**config.mk**
```make
export PLATFORM = sky130hd
export DESIGN_NAME = dtm_regs
export DESIGN_NICKNAME = d
export VERILOG_FILES = /design/src/rtl/dtm_pkg.sv /design/src/rtl/dtm_mode_decode.sv /design/src/rtl/dtm_regs.sv
export SDC_FILE = /design/constraint.sdc
export NUM_CORES = 1
export LEC_CHECK = 0
export BUFFER_PORTS_ARGS = -buffer_cell sky130_fd_sc_hd__buf_2
export CORE_ASPECT_RATIO = 0.6
export CORE_UTILIZATION = 30
export DETAILED_ROUTE_END_ITERATION = 10
export MAX_ROUTING_LAYER = met4
export PLACE_DENSITY = 0.55
export SYNTH_ARGS = -nofsm -noshare
export SYNTH_HDL_FRONTEND = slang
export SYNTH_SLANG_ARGS = --single-unit
```
**constraint.sdc**
```tcl
create_clock -name pclk -period 2.5 [get_ports pclk]
set_input_delay 0.125 -clock pclk [delete_from_list [all_inputs] [get_ports pclk]]
set_output_delay 0.125 -clock pclk [all_outputs]
set_load 0.03 [all_outputs]
```
**src/rtl/dtm_pkg.sv**
```systemverilog
package dtm_pkg;

	// ------------------------------------------------------------
	// Register byte offsets
	// ------------------------------------------------------------
	localparam logic [11:0] ADDR_CFG   = 12'h000;
	localparam logic [11:0] ADDR_MODE1 = 12'h004;
	localparam logic [11:0] ADDR_MODE2 = 12'h008;
	localparam logic [11:0] ADDR_CTL   = 12'h00c;
	localparam logic [11:0] ADDR_IMR   = 12'h018;
	localparam logic [11:0] ADDR_RIS   = 12'h01c;
	localparam logic [11:0] ADDR_MIS   = 12'h020;
	localparam logic [11:0] ADDR_ICR   = 12'h024;

	// ------------------------------------------------------------
	// Reset values and writable bit masks
	// ------------------------------------------------------------
	localparam logic [2:0]  CFG_RST   = 3'h0;
	localparam logic [3:0]  MODE_RST  = 4'h0;
	localparam logic [14:0] CTL_RST   = 15'h0000;
	localparam logic [10:0] IRQ_RST   = 11'h000;
	localparam logic [14:0] CTL_WMASK = 15'h6f7f;
	localparam logic [10:0] IRQ_WMASK = 11'h70f;

	// ------------------------------------------------------------
	// Field positions
	// ------------------------------------------------------------
	localparam int MODE_AMS   = 3;
	localparam int MODE_CMR   = 2;
	localparam int CTL_STRIDE = 8;
	localparam int CTL_EN     = 0;
	localparam int CTL_STALL  = 1;
	localparam int CTL_EVT    = 2;
	localparam int CTL_RTC    = 4;
	localparam int CTL_TRIG   = 5;
	localparam int CTL_INV    = 6;
	localparam int IRQ_STRIDE = 8;
	localparam int IRQ_TO     = 0;
	localparam int IRQ_CM     = 1;
	localparam int IRQ_CE     = 2;
	localparam int IRQ_RTC    = 3;
	localparam int CFG_SPLIT  = 2;

	// ------------------------------------------------------------
	// Encodings
	// ------------------------------------------------------------
	localparam logic [2:0] CFG_WIDE = 3'h0;
	localparam logic [2:0] CFG_RTC  = 3'h1;

	typedef enum logic [1:0] {
		MR_RSVD     = 2'h0,
		MR_ONESHOT  = 2'h1,
		MR_PERIODIC = 2'h2,
		MR_CAPTURE  = 2'h3
	} dtm_mr_t;

	typedef enum logic [1:0] {
		EDGE_POS  = 2'h0,
		EDGE_NEG  = 2'h1,
		EDGE_RSVD = 2'h2,
		EDGE_BOTH = 2'h3
	} dtm_edge_t;

endpackage : dtm_pkg

```
**src/rtl/dtm_mode_decode.sv**
```systemverilog
`timescale 1ns/10ps
module dtm_mode_decode (
	input  wire logic [3:0] mode,
	output logic            oneshot,
	output logic            periodic,
	output logic            capture,
	output logic            edge_time,
	output logic            pwm
);
	import dtm_pkg::*;

	dtm_mr_t mr;

	// ------------------------------------------------------------
	// Mode decode
	// ------------------------------------------------------------
	// The reserved mode value decodes to no mode at all.
	always_comb begin
		mr        = dtm_mr_t'(mode[1:0]);
		oneshot   = !mode[MODE_AMS] && (mr == MR_ONESHOT);
		periodic  = !mode[MODE_AMS] && (mr == MR_PERIODIC);
		capture   = !mode[MODE_AMS] && (mr == MR_CAPTURE);
		edge_time = capture && mode[MODE_CMR];
		pwm       = mode[MODE_AMS] && !mode[MODE_CMR]
			&& (mr == MR_PERIODIC);
	end

endmodule : dtm_mode_decode

```
**src/rtl/dtm_regs.sv**
```systemverilog
// Operation
// - Second mode bit 3: 0 selects capture, 1 selects PWM.
// - Second mode bit 2: 0 counts edges, 1 time-stamps edges.
// - Mode field 1:0: reserved, one-shot, periodic, capture.
// - Mode field meaning depends on unit configuration bits 2:0.
// - In 32-bit configuration second mode register is ignored.
// - PWM level bits 14 and 6 invert the PWM output when set.
// - Trigger enables bits 13 and 5 gate each ADC trigger output.
// - Edge fields 11:10 and 3:2: positive, negative, reserved, both.
// - Stall enables bits 9 and 1 let a timer stall on halt.
// - Control bit 4 enables real-time-clock counting.
// - Enable bits 8 and 0 start counting or arm capture.
// - Mask bit 1 enables an interrupt source, 0 disables it.
// - Mask bits 10,9,8 second; 3 clock; 2,1,0 first timer.
// - Configuration 0 wide, 1 clock counter, 4 to 7 split, 2,3 reserved.
// - Raw status sets regardless of mask; masked status shows enabled ones.
`timescale 1ns/10ps
module dtm_regs (
	input  wire logic        pclk,
	input  wire logic        presetn,
	input  wire logic        psel,
	input  wire logic        penable,
	input  wire logic        pwrite,
	input  wire logic [11:0] paddr,
	input  wire logic [31:0] pwdata,
	output logic      [31:0] prdata,
	output logic             pready,
	output logic             pslverr,
	input  wire logic [1:0]  timeout_evt,
	input  wire logic [1:0]  match_evt,
	input  wire logic        rtc_evt,
	input  wire logic [1:0]  cap_pin,
	input  wire logic [1:0]  pwm_raw,
	input  wire logic [1:0]  trig_raw,
	input  wire logic        debug_halt,
	output logic             irq,
	output logic      [1:0]  tmr_run,
	output logic      [1:0]  tmr_oneshot,
	output logic      [1:0]  tmr_periodic,
	output logic      [1:0]  tmr_capture,
	output logic      [1:0]  tmr_edge_time,
	output logic      [1:0]  tmr_pwm,
	output logic      [1:0]  tmr_stall,
	output logic      [1:0]  cap_event,
	output logic      [1:0]  pwm_out,
	output logic      [1:0]  adc_trigger,
	output logic             wide_mode,
	output logic             rtc_count_en
);
	import dtm_pkg::*;

	logic [2:0]  cfg_q;
	logic [3:0]  mode_q [2];
	logic [3:0]  eff_mode [2];
	logic [14:0] ctl_q;
	logic [10:0] imr_q;
	logic [10:0] ris_q;
	logic [10:0] ris_d;
	logic [10:0] set_vec;
	logic [10:0] clr_vec;
	logic [1:0]  cap_prev_q;
	logic [1:0]  edge_hit;
	logic [1:0]  dec_one;
	logic [1:0]  dec_per;
	logic [1:0]  dec_cap;
	logic [1:0]  dec_et;
	logic [1:0]  dec_pwm;
	logic        wide_d;
	logic        split_d;
	logic        acc_wr;
	logic        setup;
	logic [31:0] rd_d;
	logic        err_d;

	// ------------------------------------------------------------
	// Bus slave
	// ------------------------------------------------------------
	// Read data is latched in the setup cycle so prdata comes from a
	// flop; a status event in the access cycle shows on the next read.
	assign setup  = psel && !penable;
	assign acc_wr = psel && penable && pready && pwrite;

	always_comb begin
		rd_d  = 32'h0000_0000;
		err_d = 1'b0;
		case (paddr)
			ADDR_CFG:   rd_d = {29'h0, cfg_q};
			ADDR_MODE1: rd_d = {28'h0, mode_q[0]};
			ADDR_MODE2: rd_d = {28'h0, mode_q[1]};
			ADDR_CTL:   rd_d = {17'h0, ctl_q};
			ADDR_IMR:   rd_d = {21'h0, imr_q};
			ADDR_RIS:   rd_d = {21'h0, ris_q};
			ADDR_MIS:   rd_d = {21'h0, ris_q & imr_q};
			ADDR_ICR:   rd_d = 32'h0000_0000;
			default:    err_d = 1'b1;
		endcase
	end

	always_ff @(posedge pclk or negedge presetn) begin
		if (!presetn) begin
			prdata  <= 32'h0000_0000;
			pslverr <= 1'b0;
			pready  <= 1'b0;
		end else begin
			pready <= setup;
			if (setup) begin
				prdata  <= pwrite ? 32'h0000_0000 : rd_d;
				pslverr <= err_d;
			end
		end
	end

	// ------------------------------------------------------------
	// Configuration and mode registers
	// ------------------------------------------------------------
	always_ff @(posedge pclk or negedge presetn) begin
		if (!presetn) begin
			cfg_q     <= CFG_RST;
			mode_q[0] <= MODE_RST;
			mode_q[1] <= MODE_RST;
		end else if (acc_wr) begin
			if (paddr == ADDR_CFG)
				cfg_q <= pwdata[2:0];
			if (paddr == ADDR_MODE1)
				mode_q[0] <= pwdata[3:0];
			if (paddr == ADDR_MODE2)
				mode_q[1] <= pwdata[3:0];
		end
	end

	// ------------------------------------------------------------
	// Control and mask registers
	// ------------------------------------------------------------
	// Reserved bits are not stored and read as zero.
	always_ff @(posedge pclk or negedge presetn) begin
		if (!presetn) begin
			ctl_q <= CTL_RST;
			imr_q <= IRQ_RST;
		end else if (acc_wr) begin
			if (paddr == ADDR_CTL)
				ctl_q <= pwdata[14:0] & CTL_WMASK;
			if (paddr == ADDR_IMR)
				imr_q <= pwdata[10:0] & IRQ_WMASK;
		end
	end

	// ------------------------------------------------------------
	// Unit configuration decode
	// ------------------------------------------------------------
	// Reserved configurations 2 and 3 are neither wide nor split,
	// so no timer runs in them.
	assign wide_d  = (cfg_q == CFG_WIDE) || (cfg_q == CFG_RTC);
	assign split_d = cfg_q[CFG_SPLIT];

	assign eff_mode[0] = mode_q[0];
	assign eff_mode[1] = wide_d ? mode_q[0] : mode_q[1];

	// ------------------------------------------------------------
	// Interrupt status
	// ------------------------------------------------------------
	assign set_vec[7:4]   = 4'h0;
	assign set_vec[IRQ_RTC] = rtc_evt;
	assign set_vec[IRQ_STRIDE+IRQ_CE] = cap_event[1];
	assign clr_vec = (acc_wr && paddr == ADDR_ICR) ?
		(pwdata[10:0] & IRQ_WMASK) : 11'h000;
	// A new event wins over a clear in the same cycle.
	assign ris_d = (ris_q & ~clr_vec) | set_vec;

	always_ff @(posedge pclk or negedge presetn) begin
		if (!presetn) begin
			ris_q <= IRQ_RST;
			irq   <= 1'b0;
		end else begin
			ris_q <= ris_d;
			irq   <= |(ris_q & imr_q);
		end
	end

	// ------------------------------------------------------------
	// Per-timer logic
	// ------------------------------------------------------------
	for (genvar i = 0; i < 2; i++) begin : g_tmr
		logic [1:0] esel;
		logic       rise;
		logic       fall;

		dtm_mode_decode u_dec (
			.mode      (eff_mode[i]),
			.oneshot   (dec_one[i]),
			.periodic  (dec_per[i]),
			.capture   (dec_cap[i]),
			.edge_time (dec_et[i]),
			.pwm       (dec_pwm[i])
		);

		if (i == 0) begin : g_set
			assign set_vec[IRQ_CE] = cap_event[0];
		end

		assign set_vec[IRQ_STRIDE*i+IRQ_TO] = timeout_evt[i];
		assign set_vec[IRQ_STRIDE*i+IRQ_CM] = match_evt[i];

		assign esel = ctl_q[CTL_STRIDE*i+CTL_EVT+:2];
		assign rise = cap_pin[i] && !cap_prev_q[i];
		assign fall = !cap_pin[i] && cap_prev_q[i];

		always_comb begin
			case (dtm_edge_t'(esel))
				EDGE_POS:  edge_hit[i] = rise;
				EDGE_NEG:  edge_hit[i] = fall;
				EDGE_BOTH: edge_hit[i] = rise || fall;
				default:   edge_hit[i] = 1'b0;
			endcase
		end

		always_ff @(posedge pclk or negedge presetn) begin
			if (!presetn) begin
				tmr_run[i]       <= 1'b0;
				tmr_oneshot[i]   <= 1'b0;
				tmr_periodic[i]  <= 1'b0;
				tmr_capture[i]   <= 1'b0;
				tmr_edge_time[i] <= 1'b0;
				tmr_pwm[i]       <= 1'b0;
			end else begin
				// The second timer idles in the wide configurations.
				tmr_run[i] <= ctl_q[CTL_STRIDE*i+CTL_EN]
					&& (i == 0 ? (wide_d || split_d)
					: split_d);
				tmr_oneshot[i]   <= dec_one[i];
				tmr_periodic[i]  <= dec_per[i];
				tmr_capture[i]   <= dec_cap[i];
				tmr_edge_time[i] <= dec_et[i];
				tmr_pwm[i]       <= dec_pwm[i];
			end
		end

		always_ff @(posedge pclk or negedge presetn) begin
			if (!presetn) begin
				cap_prev_q[i]  <= 1'b0;
				cap_event[i]   <= 1'b0;
				tmr_stall[i]   <= 1'b0;
				pwm_out[i]     <= 1'b0;
				adc_trigger[i] <= 1'b0;
			end else begin
				cap_prev_q[i] <= cap_pin[i];
				cap_event[i]  <= edge_hit[i] && tmr_run[i]
					&& tmr_capture[i];
				tmr_stall[i]  <= debug_halt
					&& ctl_q[CTL_STRIDE*i+CTL_STALL];
				pwm_out[i]    <= pwm_raw[i]
					^ ctl_q[CTL_STRIDE*i+CTL_INV];
				adc_trigger[i] <= trig_raw[i]
					&& ctl_q[CTL_STRIDE*i+CTL_TRIG];
			end
		end
	end

	// ------------------------------------------------------------
	// Unit-wide outputs
	// ------------------------------------------------------------
	always_ff @(posedge pclk or negedge presetn) begin
		if (!presetn) begin
			wide_mode    <= 1'b0;
			rtc_count_en <= 1'b0;
		end else begin
			wide_mode    <= wide_d;
			rtc_count_en <= ctl_q[CTL_RTC] && cfg_q == CFG_RTC;
		end
	end
endmodule : dtm_regs

```
==> results.sh <==
export IMPL_grt_pass1_wl_um=16100
export IMPL_dpl_hpwl_um=7577
export IMPL_antenna_found_initial=0
export IMPL_clk_pin_slew_ns=0.06
export IMPL_clock_sinks=78
export IMPL_die_area_mm2=0.01277
export IMPL_grt_overflow=0
export IMPL_critical_path_class="input pin to flip-flop"
export IMPL_synth_top_area_share=0.5288
export IMPL_numCtsBuffers=9
export IMPL_min_period_ns=1.917
export IMPL_timing_setup_tns_ns=0
export IMPL_power_leakage_nw=2.312
export IMPL_rows=30
export IMPL_synth_compound_area_frac=0.09932
export IMPL_tightest_slew_ns=0.6546
export IMPL_end_kind="flip-flop"
export IMPL_timing_max_cap_violations=0
export IMPL_period_share=0.7670
export IMPL_syn_avg_cell_area_um2=11.79
export IMPL_drc=0
export IMPL_num_antenna_cells=0
export IMPL_ir_drop_mv=0.3138
export IMPL_avgRoutedWirePerCell_um=17.34
export IMPL_synthTopCellsByArea="dfrtp_1 (53%), mux2_2 (10%), buf_4 (3.9%), mux2i_1 (3.3%), a22o_1 (1.9%)"
export IMPL_async_flop_share=1.000
export IMPL_p_int_w=0.002200
export IMPL_grt_max_degree=37
export IMPL_hold_path_class="input pin to flip-flop"
export IMPL_via_per_inst=4.821
export IMPL_postCtsSetupRepairBufs=0
export IMPL_firstDrtPassIters=4
export IMPL_drive_above_1_share=0.3524
export IMPL_chipHeight_um=87.92
export IMPL_cts_tree="done"
export IMPL_yosysSeqAreaShare=0.5288
export IMPL_place_congestion=0.8076
export IMPL_clk_latency_ns=0.34
export IMPL_powerDensity_mw_per_mm2=605.7
export IMPL_netlist_instances=313
export IMPL_grt_pass1_vias=2755
export IMPL_finalHoldViolCount=0
export IMPL_syn_cell_area_mm2=0.003691
export IMPL_switching_share=0.2274
export IMPL_max_freq_mhz=521.5
export IMPL_status="finished clean"
export IMPL_initialDrtViolationCount=171
export IMPL_p_sw_w=0.0006476
export IMPL_synth_edf_count=0
export IMPL_crit_arrival_ns=2.15
export IMPL_cp_data_required_time_ns=2.73
export IMPL_yosysTopAreaCell="dfrtp_1"
export IMPL_yosys_warnings=0
export IMPL_startpoint_type="input pin"
export IMPL_max_slew_margin=0.5610
export IMPL_cts_buffer_depth=2
export IMPL_setup_viol=0
export IMPL_nFillCells=1160
export IMPL_portBuffers=79
export IMPL_cts_htree_levels=3
export IMPL_synth_fa_ha_area_frac=0.01356
export IMPL_cts_root_buf="clkbuf_16"
export IMPL_ioPinCount=118
export IMPL_dr_total_vias=2796
export IMPL_ys_seq_elements=78
export IMPL_ys_flop_type="dfrtp_1"
export IMPL_synth_top_family_by_area="simple AND/OR/NAND/NOR gates"
export IMPL_p_seq_frac=0.447
export IMPL_synthMuxAreaShare=0.1332
export IMPL_areaGrowthSynthToFinish_pct=27.39
export IMPL_cp_max_fo=7
export IMPL_clock_power_share=0.482
export IMPL_initial_core_util=0.3172
export IMPL_core_area_mm2=0.01164
export IMPL_fin_nets=481
export IMPL_synth_xor_area_share=0.004746
export IMPL_final_cells=580
export IMPL_finalClockSkew_ns=0.004626
export IMPL_ant_nets=0
export IMPL_numPlacedInstances=551
export IMPL_yosysUniqueCellTypes=49
export IMPL_track_usage=0.1771
export IMPL_die_w_um=145.2
export IMPL_rsz0062_at_grt="no"
export IMPL_wl_um=10060
export IMPL_synth_simple_area_share=0.1512
export IMPL_comb_power_share=0.072
export IMPL_slew_viol_final=0
==> power by group through the flow <==
stage / clock, W / sequential [W] / combinational [W]
2_1_floorplan: 0 / 0.00130 / 0.000107
3_3_place_gp: 0 / 0.00129 / 0.000185
3_5_place_dp: 0 / 0.00129 / 0.000188
5_1_grt: 0.00146 / 0.00127 / 0.000224
6_report: 0.00137 / 0.00127 / 0.000204
4_1_cts: 0.00141 / 0.00127 / 0.000206
==> cells in the mapped netlist, types with 7 or more instances <==
cell      number
dfrtp_1       78
mux2_2        33
buf_4         19
inv_1         13
nand2_1       13
mux2i_1       12
nand3_1       12
nor3_1        12
a21o_1         8
a22o_1         8
clkbuf_1       8
nor2_1         8
and2_1         7
==> layer usage <==
layer  vias to the layer above  global-route usage  wire length [µm]
met5                         -                   -                 0
met3                        10             0.05521               661
met4                         0             0.04880                73
met2                        93              0.2203              3770
met1                      1383              0.2646              5550
li1                       1310                   -                 -
==> cell usage in the layout (no fill, tap or decap), types with 13 or more instances in the layout <==
master | synthesis | layout
dfrtp_1 | 78 | 78
buf_2 | 0 | 78
mux2_2 | 33 | 33
conb_1 | 1 | 19
dlygate4sd3_1 | 0 | 14
inv_1 | 13 | 13
nand2_1 | 13 | 13
==> through the flow <==
step	util	area [µm²]	setup WS [ns]	total power, W	hold WS [ns]
floorplan	-	3759	0.3765	0.001411	-0.1706
global placement	0.3658	4257	0.2629	0.001479	0.1075
detailed placement	0.3658	4257	0.2412	0.001483	0.1164
CTS	0.4041	4702	0.5894	0.002892	0.001515
global route	0.4041	4702	0.5123	0.002959	0.01140
finish	0.4041	4702	0.5826	0.002848	0.01451
==> flip-flops by register name (all words and copies together), names as in the netlist, 3 cells and up <==
| register | cells |
|---|---|
| ctl_q | 13 |
| prdata | 13 |
| imr_q | 7 |
| ris_q | 7 |
| eff_mode | 4 |
| mode_q | 4 |
| cfg_q | 3 |
==> final timing paths <==
check | start | to | slack [ns] | cells after the start
min reg2reg | ctl_q[6] | pwm_out[0] | 0.48 | 1
min | pwdata[13] | ctl_q[13] | 0.01 | 2
min in group asynchronous | presetn | wide_mode | 0.28 | 2
max reg2reg | pready | ctl_q[1] | 0.59 | 5
max in group asynchronous | presetn | prdata[10] | 1.54 | 3
max | paddr[7] | imr_q[9] | 0.58 | 6
==> critical path, cell delays in order <==
cell and delay, ns:
buf_2 0.10, or4_4 0.57, or2_0 0.44, nor4_4 0.34, buf_4 0.21, mux2_2 0.35
==> repair_timing <==
| action | in CTS | in global routing |
|---|---|---|
| setup endpoints to repair | 0 | 0 |
| endpoints found under the hold margin | 47 | 0 |
| hold buffers | 14 | 0 |
| resized for setup | 0 | 0 |
==> cell type report <==
class / instances / area [µm²] / share of cell area
well taps: 160 / 200.2 / 0.04258
clock inverters: 4 / 72.57 / 0.01543
repair buffers: 105 / 640.6 / 0.1362
inverters: 13 / 48.80 / 0.01038
flip-flops and latches: 78 / 1952 / 0.4151
clock buffers: 11 / 232.7 / 0.04949
multi-input cells: 209 / 1555 / 0.3308
==> kinds of logic (layout without fill, tap and decap cells) <==
kind of cell	count (synthesis)	count (layout)
fa+ha+maj	4	4
buf+inv	44	133
other cells	1	19
simple gates	91	91
xor+xnor	2	2
mux	45	45
flops	78	78
compound gates	48	48
No activity file was read; power rests on OpenSTA's default activity.
